--- src/bce_pkg.sv ---
// shared constants, types and arithmetic helpers for the byte crc engine
package bce_pkg;

  // ********************************
  // register map (apb byte addresses)
  // ********************************
  localparam int          ADDR_W   = 8;
  localparam logic [7:0]  OFF_CTRL = 8'h00;
  localparam logic [7:0]  OFF_DIN  = 8'h04;
  localparam logic [7:0]  OFF_RES  = 8'h08;
  localparam logic [7:0]  OFF_AUTO = 8'h0c;
  localparam logic [7:0]  OFF_CNT  = 8'h10;
  localparam logic [7:0]  OFF_REV  = 8'h14;
  localparam logic [7:0]  OFF_STAT = 8'h18;

  // ********************************
  // field positions and widths
  // ********************************
  localparam int SEL_BIT    = 4;
  localparam int INIT_BIT   = 3;
  localparam int VAL_BIT    = 2;
  localparam int PTR_W      = 2;
  localparam int AUTO_FLASH_ENABLE_BIT = 7;
  localparam int PAGE_W     = 7;
  localparam int CNT_W      = 8;
  localparam int SECT_SHIFT = 9;
  localparam int FLASH_AW   = PAGE_W + SECT_SHIFT;
  localparam int LEFT_W     = CNT_W + SECT_SHIFT;

  // ********************************
  // reset values and constants
  // ********************************
  localparam logic [7:0]  RST_BYTE    = 8'h00;
  localparam logic [31:0] RES_ZERO    = 32'h00000000;
  localparam logic [31:0] RES_ONES    = 32'hffffffff;
  localparam logic [15:0] POLY16      = 16'h1021;
  localparam logic [31:0] POLY32_REFL = 32'hedb88320;

  typedef enum logic {BCE_IDLE, BCE_FETCH} bce_walk_e;

  function automatic logic [7:0] bitRev8(input logic [7:0] b);
    logic [7:0] r;
    r = 8'h00;
    for (int i = 0; i < 8; i++)
      r[i] = b[7-i];
    return r;
  endfunction : bitRev8

endpackage : bce_pkg

--- src/bce_byte_update.sv ---
// one-byte crc update, 16-bit msb-first or 32-bit reflected
`timescale 1ns/1ns
module bce_byte_update
(
  input  wire logic [31:0] crcIn,
  input  wire logic [7:0]  dataByte,
  input  wire logic        sel16,
  output logic      [31:0] crcOut
);

  import bce_pkg::*;

  function automatic logic [15:0] crc16Step(input logic [15:0] c,
                                            input logic [7:0]  b);
    logic [15:0] acc;
    acc = c ^ {b, 8'h00};
    for (int i = 0; i < 8; i++)
      acc = acc[15] ? ({acc[14:0], 1'b0} ^ POLY16) : {acc[14:0], 1'b0};
    return acc;
  endfunction : crc16Step

  function automatic logic [31:0] crc32Step(input logic [31:0] c,
                                            input logic [7:0]  b);
    logic [31:0] acc;
    acc = c ^ {24'h000000, b};
    for (int i = 0; i < 8; i++)
      acc = acc[0] ? ({1'b0, acc[31:1]} ^ POLY32_REFL)
                   : {1'b0, acc[31:1]};
    return acc;
  endfunction : crc32Step

  // upper half is left alone in 16-bit operation
  always_comb
  begin
    if (sel16)
      crcOut = {crcIn[31:16], crc16Step(crcIn[15:0], dataByte)};
    else
      crcOut = crc32Step(crcIn, dataByte);
  end

endmodule : bce_byte_update

--- src/bce_flash_walk.sv ---
// sequential flash reader that feeds whole sectors to the crc
`timescale 1ns/1ns
module bce_flash_walk
(
  input  wire logic                         clk_sys,
  input  wire logic                         rst,
  input  wire logic                         start,
  input  wire logic [bce_pkg::PAGE_W-1:0]   startPage,
  input  wire logic [bce_pkg::CNT_W-1:0]    sectorCount,
  input  wire logic                         flashAck,
  input  wire logic [7:0]                   flashRdata,
  output logic                              flashRd,
  output logic      [bce_pkg::FLASH_AW-1:0] flashAddr,
  output logic                              byteValid,
  output logic      [7:0]                   byteData,
  output logic                              busy
);

  import bce_pkg::*;

  bce_walk_e          state_q;
  logic [LEFT_W-1:0]  left_q;

  assign flashRd   = (state_q == BCE_FETCH);
  assign busy      = (state_q == BCE_FETCH);
  assign byteValid = flashRd & flashAck;
  assign byteData  = flashRdata;

  always_ff @(posedge clk_sys or posedge rst)
  begin
    if (rst)
    begin
      state_q   <= BCE_IDLE;
      left_q    <= '0;
      flashAddr <= '0;
    end
    else
    begin
      case (state_q)
        BCE_IDLE:
        begin
          // a zero sector count finishes at once
          if (start && sectorCount != '0)
          begin
            state_q   <= BCE_FETCH;
            left_q    <= {sectorCount, {SECT_SHIFT{1'b0}}};
            flashAddr <= {startPage, {SECT_SHIFT{1'b0}}};
          end
        end
        BCE_FETCH:
        begin
          if (flashAck)
          begin
            flashAddr <= flashAddr + 1'b1;
            left_q    <= left_q - 1'b1;
            if (left_q == LEFT_W'(1))
              state_q <= BCE_IDLE;
          end
        end
        default: state_q <= BCE_IDLE;
      endcase
    end
  end

endmodule : bce_flash_walk

--- src/bce_crc_engine.sv ---
// byte crc engine top: apb registers, result store and auto flash run
`timescale 1ns/1ns
module bce_crc_engine
(
  input  wire logic                         clk_sys,
  input  wire logic                         rst,
  input  wire logic                         psel,
  input  wire logic                         penable,
  input  wire logic                         pwrite,
  input  wire logic [bce_pkg::ADDR_W-1:0]   paddr,
  input  wire logic [31:0]                  pwdata,
  output logic      [31:0]                  prdata,
  output logic                              pready,
  output logic                              pslverr,
  output logic                              flashRd,
  output logic      [bce_pkg::FLASH_AW-1:0] flashAddr,
  input  wire logic                         flashAck,
  input  wire logic [7:0]                   flashRdata,
  output logic                              cpuStall
);

  import bce_pkg::*;

  // ********************************
  // state
  // ********************************
  logic                polySel_q;
  logic                presetSel_q;
  logic [PTR_W-1:0]    ptr_q;
  logic [31:0]         result_q;
  logic [7:0]          din_q;
  logic [7:0]          rev_q;
  logic                auto_flash_enable_q;
  logic [PAGE_W-1:0]   autoPage_q;
  logic [CNT_W-1:0]    sectorCnt_q;
  logic                ready_q;
  logic                slverr_q;
  logic [31:0]         prdata_q;

  logic                access;
  logic                wrDone;
  logic                rdDone;
  logic                ctrlWr;
  logic                dinWr;
  logic                resAcc;
  logic                startAuto;
  logic                busy;
  logic                autoValid;
  logic [7:0]          autoByte;
  logic [7:0]          updByte;
  logic [31:0]         updResult;
  logic [31:0]         rdMux;

  // ********************************
  // helpers
  // ********************************
  // in 16-bit mode only the low pointer bit picks a byte
  function automatic logic [1:0] byteIdx(input logic [PTR_W-1:0] p,
                                         input logic             s16);
    return s16 ? {1'b0, p[0]} : p;
  endfunction : byteIdx

  function automatic logic isMapped(input logic [ADDR_W-1:0] a);
    return (a == OFF_CTRL) || (a == OFF_DIN) || (a == OFF_RES) ||
           (a == OFF_AUTO) || (a == OFF_CNT) || (a == OFF_REV) ||
           (a == OFF_STAT);
  endfunction : isMapped

  // ********************************
  // apb handshake
  // ********************************
  // one wait state lets read data come from a flop; held off while busy
  assign access    = psel & penable;
  assign wrDone    = access & ready_q & pwrite;
  assign rdDone    = access & ready_q & ~pwrite;
  assign pready    = ready_q;
  assign pslverr   = ready_q & slverr_q;
  assign prdata    = prdata_q;
  assign ctrlWr    = wrDone & (paddr == OFF_CTRL);
  assign dinWr     = wrDone & (paddr == OFF_DIN);
  assign resAcc    = (wrDone | rdDone) & (paddr == OFF_RES);
  assign startAuto = ctrlWr & auto_flash_enable_q;
  assign cpuStall  = busy;

  always_comb
  begin
    case (paddr)
      OFF_CTRL: rdMux = {27'h0, polySel_q, 1'b0, presetSel_q, ptr_q};
      OFF_DIN:  rdMux = {24'h0, din_q};
      OFF_RES:  rdMux = {24'h0,
                         result_q[{byteIdx(ptr_q, polySel_q), 3'b000} +: 8]};
      OFF_AUTO: rdMux = {24'h0, auto_flash_enable_q, autoPage_q};
      OFF_CNT:  rdMux = {24'h0, sectorCnt_q};
      OFF_REV:  rdMux = {24'h0, rev_q};
      OFF_STAT: rdMux = {31'h0, busy};
      default:  rdMux = 32'h00000000;
    endcase
  end

  always_ff @(posedge clk_sys or posedge rst)
  begin
    if (rst)
    begin
      ready_q  <= 1'b0;
      slverr_q <= 1'b0;
      prdata_q <= 32'h00000000;
    end
    else if (access && !ready_q && !busy)
    begin
      ready_q  <= 1'b1;
      slverr_q <= ~isMapped(paddr);
      prdata_q <= rdMux;
    end
    else
    begin
      ready_q  <= 1'b0;
      slverr_q <= 1'b0;
    end
  end

  // ********************************
  // configuration registers
  // ********************************
  always_ff @(posedge clk_sys or posedge rst)
  begin
    if (rst)
    begin
      polySel_q   <= 1'b0;
      presetSel_q <= 1'b0;
      auto_flash_enable_q    <= 1'b0;
      autoPage_q  <= '0;
      sectorCnt_q <= '0;
      din_q       <= RST_BYTE;
      rev_q       <= RST_BYTE;
    end
    else if (wrDone)
    begin
      case (paddr)
        OFF_CTRL:
        begin
          polySel_q   <= pwdata[SEL_BIT];
          presetSel_q <= pwdata[VAL_BIT];
        end
        OFF_DIN:  din_q <= pwdata[7:0];
        OFF_AUTO:
        begin
          auto_flash_enable_q   <= pwdata[AUTO_FLASH_ENABLE_BIT];
          autoPage_q <= pwdata[PAGE_W-1:0];
        end
        OFF_CNT:  sectorCnt_q <= pwdata[CNT_W-1:0];
        OFF_REV:  rev_q <= bitRev8(pwdata[7:0]);
        default:  din_q <= din_q;
      endcase
    end
  end

  // ********************************
  // byte pointer
  // ********************************
  always_ff @(posedge clk_sys or posedge rst)
  begin
    if (rst)
      ptr_q <= '0;
    else if (ctrlWr)
      ptr_q <= pwdata[PTR_W-1:0];
    else if (resAcc)
      ptr_q <= ptr_q + 1'b1;
  end

  // ********************************
  // crc datapath
  // ********************************
  // apb is held off while the walker runs, so the sources never collide
  assign updByte = autoValid ? autoByte : pwdata[7:0];

  bce_byte_update u_update (
    .crcIn    (result_q),
    .dataByte (updByte),
    .sel16    (polySel_q),
    .crcOut   (updResult)
  );

  bce_flash_walk u_walk (
    .clk_sys     (clk_sys),
    .rst         (rst),
    .start       (startAuto),
    .startPage   (autoPage_q),
    .sectorCount (sectorCnt_q),
    .flashAck    (flashAck),
    .flashRdata  (flashRdata),
    .flashRd     (flashRd),
    .flashAddr   (flashAddr),
    .byteValid   (autoValid),
    .byteData    (autoByte),
    .busy        (busy)
  );

  always_ff @(posedge clk_sys or posedge rst)
  begin
    if (rst)
      result_q <= RES_ZERO;
    else if (ctrlWr && pwdata[INIT_BIT])
      result_q <= pwdata[VAL_BIT] ? RES_ONES : RES_ZERO;
    else if (resAcc && pwrite)
      result_q[{byteIdx(ptr_q, polySel_q), 3'b000} +: 8] <= pwdata[7:0];
    else if (dinWr || autoValid)
      result_q <= updResult;
  end

  // ********************************
  // checks
  // ********************************
  logic [LEFT_W-1:0] autoBytes_q;
  logic [LEFT_W-1:0] expBytes_q;

  always_ff @(posedge clk_sys or posedge rst)
  begin
    if (rst)
    begin
      autoBytes_q <= '0;
      expBytes_q  <= '0;
    end
    else if (startAuto)
    begin
      autoBytes_q <= '0;
      expBytes_q  <= {sectorCnt_q, {SECT_SHIFT{1'b0}}};
    end
    else if (autoValid)
      autoBytes_q <= autoBytes_q + 1'b1;
  end

  AST_INIT_ONES: assert property (@(posedge clk_sys)
    disable iff (rst)
    ctrlWr && pwdata[INIT_BIT] && pwdata[VAL_BIT] |=> result_q == RES_ONES)
    else $error("init with all-ones preset did not load ones");

  AST_INIT_ZERO: assert property (@(posedge clk_sys)
    disable iff (rst)
    ctrlWr && pwdata[INIT_BIT] && !pwdata[VAL_BIT] |=> result_q == RES_ZERO)
    else $error("init with zero preset did not clear result");

  AST_HOLD: assert property (@(posedge clk_sys) disable iff (rst)
    !(ctrlWr && pwdata[INIT_BIT]) && !(resAcc && pwrite) && !dinWr
    && !autoValid |=> $stable(result_q))
    else $error("result changed without a cause");

  AST_PTR_ADV: assert property (@(posedge clk_sys)
    disable iff (rst)
    resAcc |=> ptr_q == PTR_W'($past(ptr_q) + 1'b1))
    else $error("pointer did not advance after result access");

  AST_16_UPPER: assert property (@(posedge clk_sys)
    disable iff (rst)
    dinWr && polySel_q |=> result_q[31:16] == $past(result_q[31:16]))
    else $error("16-bit update touched upper half");

  AST_ZERO32: assert property (@(posedge clk_sys) disable iff (rst)
    dinWr && !polySel_q && result_q == {24'h0, pwdata[7:0]}
    |=> result_q == RES_ZERO)
    else $error("32-bit byte not folded into lowest result byte");

  AST_STALL: assert property (@(posedge clk_sys) disable iff (rst)
    startAuto && sectorCnt_q != '0 |=> cpuStall && !pready)
    else $error("auto run did not stall the cpu");

  AST_AUTO_LEN: assert property (@(posedge clk_sys)
    disable iff (rst)
    $fell(busy) |-> autoBytes_q == expBytes_q)
    else $error("auto run processed wrong number of bytes");

  AST_RD16: assert property (@(posedge clk_sys) disable iff (rst)
    rdDone && paddr == OFF_RES && polySel_q
    |-> prdata[7:0] == (ptr_q[0] ? result_q[15:8] : result_q[7:0]))
    else $error("16-bit result byte read from wrong lane");

  AST_WAIT: assert property (@(posedge clk_sys) disable iff (rst)
    psel && !penable |=> !pready)
    else $error("ready came without the wait state");

endmodule : bce_crc_engine

--- config.mk ---
export PLATFORM = sky130hd
export DESIGN_NAME = bce_crc_engine
export DESIGN_NICKNAME = d
export VERILOG_FILES = /design/src/bce_pkg.sv /design/src/bce_byte_update.sv /design/src/bce_flash_walk.sv /design/src/bce_crc_engine.sv
export SDC_FILE = /design/constraint.sdc
export NUM_CORES = 1
export LEC_CHECK = 0
export BUFFER_PORTS_ARGS = -buffer_cell sky130_fd_sc_hd__buf_2
export CORE_UTILIZATION = 35
export CTS_BUF_LIST = sky130_fd_sc_hd__clkbuf_4 sky130_fd_sc_hd__clkbuf_8
export CTS_CLUSTER_SIZE = 20
export DETAILED_ROUTE_END_ITERATION = 10
export SLEW_MARGIN = 20
export SYNTH_ARGS = -nofsm -noshare
export SYNTH_HDL_FRONTEND = slang
export SYNTH_SLANG_ARGS = --single-unit
--- constraint.sdc ---
create_clock -name clk_sys -period 9.32 [get_ports clk_sys]
set_clock_uncertainty 0.15 [all_clocks]
set_input_delay 2.33 -clock clk_sys [delete_from_list [all_inputs] [get_ports clk_sys]]
set_output_delay 2.33 -clock clk_sys [all_outputs]
set_load 0.005 [all_outputs]
==> metrics.yaml, run 1 <==
status:
  outcome: "completed"
sta:
  maxSlewViolCount: 0
  fin_setup_tns_ns: 0
  fmax_ghz: 0.204
  finalCritPeriodShare: 0.526
  fin_crit_ns: 4.90
  max_slew_margin: 0.356
  finalHoldViolCount: 0
  setup_viol: 0
  tightest_slew_ns: 0.965
  rsz0062_at_grt: "no"
global_route:
  globalRouteMet1Util: 0.280
  met3_usage: 0.0379
  use_met2: 0.346
  grt_max_degree: 68
  grt_usage: 0.210
  busiest_layer: "met2"
  grt_pass1_vias: 6390
  grt_antenna_before_repair: 0
  grt_pass1_wl_um: 38100
  gr-total-overflow: 0
finish:
  fin_cells: 1179
  antennaDiodeCount: 0
  areaGrowthSynthToFinish_pct: 7.67
  fin_util: 0.387
  final_layout_size_suffix_gt1_frac: 0.169
  nNetsFinal: 922
clock_network:
  cts_resized: 0
  cts_max_level: 3
  post_cts_buffers: 0
  cts-buffers-inserted: 9
  cts_tree: "done"
  path_clk_slew_ns: 0.12
  cts_hold_buf: 0
  root_buffer: "clkbuf_8"
  clock_path_buffers: 2
  clk_latency_ns: 0.41
  cts_sinks: 112
routing:
  vias: 6805
  drc: 0
  drt_iter0_drc: 572
  vias_per_cell: 5.77
  wirelength_um: 24800
  routedWlPerCell_um: 21.0
  firstDrtPassIters: 6
  drt.antenna.violating_nets: 0
setup_path:
  slowest_stage: "xnor3_1"
  end_kind: "flop"
  crit_required_ns: 9.47
  start_kind: "primary input"
  cp_cell_sequence: "buf_2 -> a21boi_0 -> or3_1 -> nand2_1 -> xnor3_1 -> xnor3_1 -> o221a_2"
  max_stage_delay_ns: 0.61
  critical_path_class: "in2reg"
  crit_top_cell: "xnor3_1"
  critPathArrivalTime_ns: 5.05
  crit_fanout: 25
power:
  comb_power_share: 0.548
  p_seq_frac: 0.322
  leakagePower_nw: 3.87
  power_density_nw_per_um2: 283
  p_sw_frac: 0.394
  vdd_ir_drop_max_mv: 0.139
  clockPowerShare: 0.130
  p_sw_mw: 0.986
  power.internal_mw: 1.52
die:
  coreArea_um2: 22800
  fp.dieH_um: 155
  start_util: 0.360
  placementRows: 55
  die-area_um2: 24100
  ios: 106
  die_w_um: 155
place:
  placed_cells: 1163
  io_buffers: 57
  dp_hpwl_um: 18100
  gp_congestion: 0.911
yosys:
  ys.flop_type: "dfrtp_1"
  avgSynthCellArea_um2: 9.88
  synth.cell_area_um2: 8220
  synthCells: 832
  synth-edff-count: 0
  ys_seq_area_frac: 0.341
  yosysUniqueCellTypes: 83
  synth_seq_cells: 112
  async_flop_share: 1.00
  ys_warn_count: 0
job:
  maxCapViolations: 0
min_path:
  hp-class: "reg2reg"
[power groups by stage]
stage	registers [mW]	clock network [mW]	logic, mW
global placement	0.813	0	1.34
detailed placement	0.818	0	1.35
floorplan	0.739	0	1.12
global route	0.826	0.348	1.48
finish	0.807	0.326	1.37
CTS	0.807	0.331	1.36
[layout by cell type, fill, tap and decap left out, drive strengths merged, types with 9 or more instances in the layout]
cell type / count
nor2: 82
a31oi: 17
nand4: 9
clkbuf: 9
xnor3: 31
xor2: 14
a221oi: 18
mux2: 29
o21ai: 54
and3: 12
a21boi: 11
conb: 24
dfrtp: 112
inv: 22
mux2i: 18
xnor2: 29
o21a: 15
o22ai: 12
nand2: 44
o22a: 10
nand3: 24
or3: 11
nor3: 36
o211ai: 13
and2: 9
a21oi: 40
buf: 61
[cell type report]
class / count / area, um2
well taps: 313 / 392
repair buffers: 61 / 315
multi-input cells: 657 / 5050
fillers: 2326 / 14000
clock buffers: 9 / 124
clock inverters: 7 / 88.8
flip-flops and latches: 112 / 2800
inverters: 20 / 77.6
[critical path: cells and delay by family]
kind / cells / cell delay [ns]
AO/OA/AOI/OAI: 2 / 0.57
buffers and inverters: 1 / 0.44
AND/OR/NAND/NOR: 2 / 0.69
XOR/XNOR: 2 / 1.01
[through the flow]
stage | hold slack [ns] | power, mW | worst slack (ns) | cell area, um2
floorplan | 0.300 | 1.86 | 3.88 | 8300
global placement | 0.318 | 2.15 | 3.98 | 8630
CTS | 0.357 | 2.50 | 4.37 | 8850
finish | 0.363 | 2.50 | 4.42 | 8850
detailed placement | 0.330 | 2.17 | 3.92 | 8630
global route | 0.378 | 2.65 | 4.28 | 8850
[cell usage after synthesis (all sizes together), types with 5 or more instances]
master    n  area share
o22a     10       0.011
buf      45       0.037
mux2     29       0.040
ha        7       0.011
xor3      5       0.014
clkbuf   21      0.0097
a211oi    8      0.0079
nor4      7      0.0072
o21ai    54       0.033
xor2     14       0.015
mux2i    18       0.022
a21oi    40       0.025
nor3     36       0.024
nor2     82       0.040
and2      9      0.0069
o21a     15       0.015
a31oi    17       0.013
inv      19      0.0087
xnor2    29       0.032
xnor3    31       0.085
o211ai   13       0.012
nand3    24       0.015
or3      11      0.0090
nor3b     5      0.0046
and3     12      0.0091
mux4      8       0.022
or4       7      0.0073
o22ai    12      0.0091
nand4     9      0.0069
a221oi   18       0.020
dfrtp   112        0.34
a21boi   11       0.011
nand2    44       0.020
[cells by family (layout without fill, tap and decap cells)]
kind of cell,count (synthesis),count (layout),synth area share
AND/OR/NAND/NOR,261,261,0.167
XOR/XNOR,79,79,0.146
flip-flops,112,112,0.341
adder cells (fa/ha/maj),7,7,0.0107
buffers and inverters,86,97,0.0556
AO/OA/AOI/OAI,231,231,0.196
other,1,24,0.000456
multiplexers,55,55,0.0836
[worst paths after layout]
check,startpoint,endpoint,slack [ns],cells after the start
worst max-delay path,flashAck,result_q[25],4.42,7
worst min-delay path,rev_q[6],rev_q[6],0.36,2
worst max register to register,polySel_q,result_q[17],5.56,7
worst min register to register,rev_q[6],rev_q[6],0.36,2
max in group asynchronous,rst,sectorCnt_q[3],5.85,3
min in group asynchronous,rst,u_walk.left_q[6],1.83,2
[layer usage]
layer / vias up / part of all wire
met1: 3386 / 0.44
met4: 0 / 0.026
met2: 255 / 0.47
met3: 38 / 0.065
li1: 3126 / -
met5: - / 0
[state kept, by name, indices dropped and copies added (netlist names)]
name and count:
prdata 8, ptr_q 2, din_q 8, u_walk.busy 1, u_walk.left_q 17, polySel_q 1
sectorCnt_q 8, pready 1, slverr_q 1, u_walk.flashAddr 16, result_q 32, presetSel_q 1
autoPage_q 7, auto_flash_enable_q 1, rev_q 8
No activity file was read; power rests on OpenSTA's default activity.
==> run 2, diff against run 1 <==
==> constraint.sdc (replaced) <==
create_clock -name clk_sys -period 4.05 [get_ports clk_sys]
set_clock_uncertainty 0.15 [all_clocks]
set_input_delay 1.0125 -clock clk_sys [delete_from_list [all_inputs] [get_ports clk_sys]]
set_output_delay 1.0125 -clock clk_sys [all_outputs]
set_load 0.005 [all_outputs]
==> run 2 against run 1 <==
Highest routed layer unchanged. Global-route usage rose by 0.49 points. Count of clock-buffer cells in the layout unchanged. Routed wire length is 2.1% higher.
==> metrics.yaml, run 2 (synthesized netlist as in run 1, its figures left out) <==
clock_network:
  cts-buffers-inserted: 9  # unchanged
  cts_hold_buf: 0  # unchanged
  cts_max_level: 3  # unchanged
  cts_resized: 0  # unchanged
  clock_path_buffers: 2  # unchanged
  root_buffer: "clkbuf_8"  # unchanged
  clk_latency_ns: 0.41  # about the same
  path_clk_slew_ns: 0.12  # about the same
  cts_sinks: 112  # unchanged
  cts_tree: "done"  # unchanged
  post_cts_buffers: 0  # unchanged
finish:
  num-fill-cells: 2362  # was 2326
  largest_reg_flops: 32  # unchanged
  top_regs: "result_q (32), u_walk.left_q (17), u_walk.flashAddr (16)"  # unchanged
  nNetsFinal: 944  # was 922
  largest-register: "result_q"  # unchanged
  design_area_um2: 9050  # was 8850 um2
  most-common-layout-cells: "111 x dfrtp_1, 74 x nor2_1, 57 x buf_2, 49 x o21ai_0, 43 x nand2_1"  # unchanged
  final_common_cell: "dfrtp_1"  # unchanged
  final_layout_size_suffix_gt1_frac: 0.189  # was 0.169
  areaGrowthSynthToFinish_pct: 10.1  # was 7.67%
  multi_input_comb_area_um2: 5050  # unchanged
  antennaDiodeCount: 0  # unchanged
  register_area_um2: 2800  # unchanged
routing:
  drt_iter0_drc: 598  # was 572
  vias_per_cell: 5.78  # was 5.77
  vias: 6942  # was 6805
  drc: 0  # unchanged
  drt.antenna.violating_nets: 0  # unchanged
  routedWlPerCell_um: 21.0  # about the same
  firstDrtPassIters: 5  # was 6
  wirelength_um: 25300  # was 24800 um
power:
  power.total_mw: 5.90  # was 2.50 mW
  vdd_ir_drop_max_mv: 0.285  # was 0.139 mV
  leakagePower_nw: 3.98  # was 3.87 nW
  power_density_nw_per_um2: 652  # was 283 nW/um2
setup_path:
  crit_required_ns: 4.23  # was 9.47 ns
  rr_worst_depth: 6  # was 7
  end_kind: "flop"  # unchanged
  critPathArrivalTime_ns: 3.47  # was 5.05 ns
  critical_path_class: "in2reg"  # unchanged
  start_kind: "primary input"  # unchanged
  crit_fanout: 17  # was 25
status:
  outcome: "completed"  # unchanged
sta:
  fin_crit_ns: 3.29
  max_slew_margin: 0.459  # was 0.356
  finalCritPeriodShare: 0.813
  setup_slack_ns: 0.758  # was 4.42 ns
  tightest_slew_ns: 0.805  # was 0.965 ns
  finalHoldViolCount: 0  # unchanged
  rsz0062_at_grt: "no"  # unchanged
  maxSlewViolCount: 0  # unchanged
  fin_setup_tns_ns: 0  # unchanged
  setup_viol: 0  # unchanged
  holdWs_ns: 0.352  # was 0.363 ns
  fmax_ghz: 0.304
global_route:
  grt_max_degree: 64  # was 68
  grt_usage: 0.215  # was 0.210
  grt_pass1_wl_um: 39000  # was 38100 um
  grt_pass1_vias: 6662  # was 6390
  gr-total-overflow: 0  # unchanged
  grt_antenna_before_repair: 0  # unchanged
place:
  io_buffers: 57  # unchanged
  dp_hpwl_um: 18500  # was 18100 um
  pre_cts_ws_ns: 0.410  # was 3.92 ns
  gp_congestion: 0.930  # was 0.911
  placed_area_um2: 8810  # was 8630 um2
min_path:
  hold_depth: 2  # unchanged
  hp-class: "reg2reg"  # unchanged
die:
  coreArea_um2: 22800  # unchanged
  start_util: 0.360  # unchanged
  ios: 106  # unchanged
  placementRows: 55  # unchanged
  die-area_um2: 24100  # unchanged
  die_w_um: 155  # unchanged
  fp.dieH_um: 155  # unchanged
job:
  maxCapViolations: 0  # unchanged
run 2: routing by layer:
metal  up-vias  global-route usage  wire length, um
li1       3176                   -                -
met1      3441               0.286            11000
met2       274               0.353            12000
met3        51              0.0357             1380
met4         0              0.0784              835
met5         -                   0                0
run 2: worst paths after layout:
| path | start | endpoint | slack [ns] |
|---|---|---|---|
| worst max-delay path | paddr[2] | result_q[4] | 0.76 |
| worst min-delay path | rev_q[0] | rev_q[0] | 0.35 |
| worst max register to register | u_walk.busy | result_q[26] | 0.99 |
| worst min register to register | rev_q[0] | rev_q[0] | 0.35 |
| max in group asynchronous | rst | u_walk.busy | 2.49 |
| min in group asynchronous | rst | result_q[16] | 0.50 |
run 2: power by group:
| part | switching [mW] | internal [mW] | leakage, nW |
|---|---|---|---|
| registers | 0.435 | 1.43 | 1.40 |
| logic | 1.44 | 1.82 | 2.47 |
| clock network | 0.473 | 0.311 | 0.115 |
| total | 2.34 | 3.56 | 3.98 |
run 2: per-stage QoR:
step            util  std cells
2_1_floorplan      -        855
4_1_cts        0.396       1201
3_3_place_gp   0.386       1185
5_1_grt        0.396       1201
3_5_place_dp   0.386       1185
6_report       0.396       1201
run 2: area by class of cell:
class | count | share of cell area
clock buffer | 9 | 0.0137
clock inverter | 7 | 0.0119
inverter | 20 | 0.00871
multi-input combinational | 657 | 0.558
sequential | 112 | 0.310
tap | 313 | 0.0433
timing repair buffer | 83 | 0.0545
run 2: critical path, cell delays in order:
cell,delay [ns]
buf_2,0.22
or4b_1,0.68
or3_4,0.47
nor4b_4,0.59
a221oi_2,0.17
o2bb2ai_1,0.15
a21oi_1,0.16
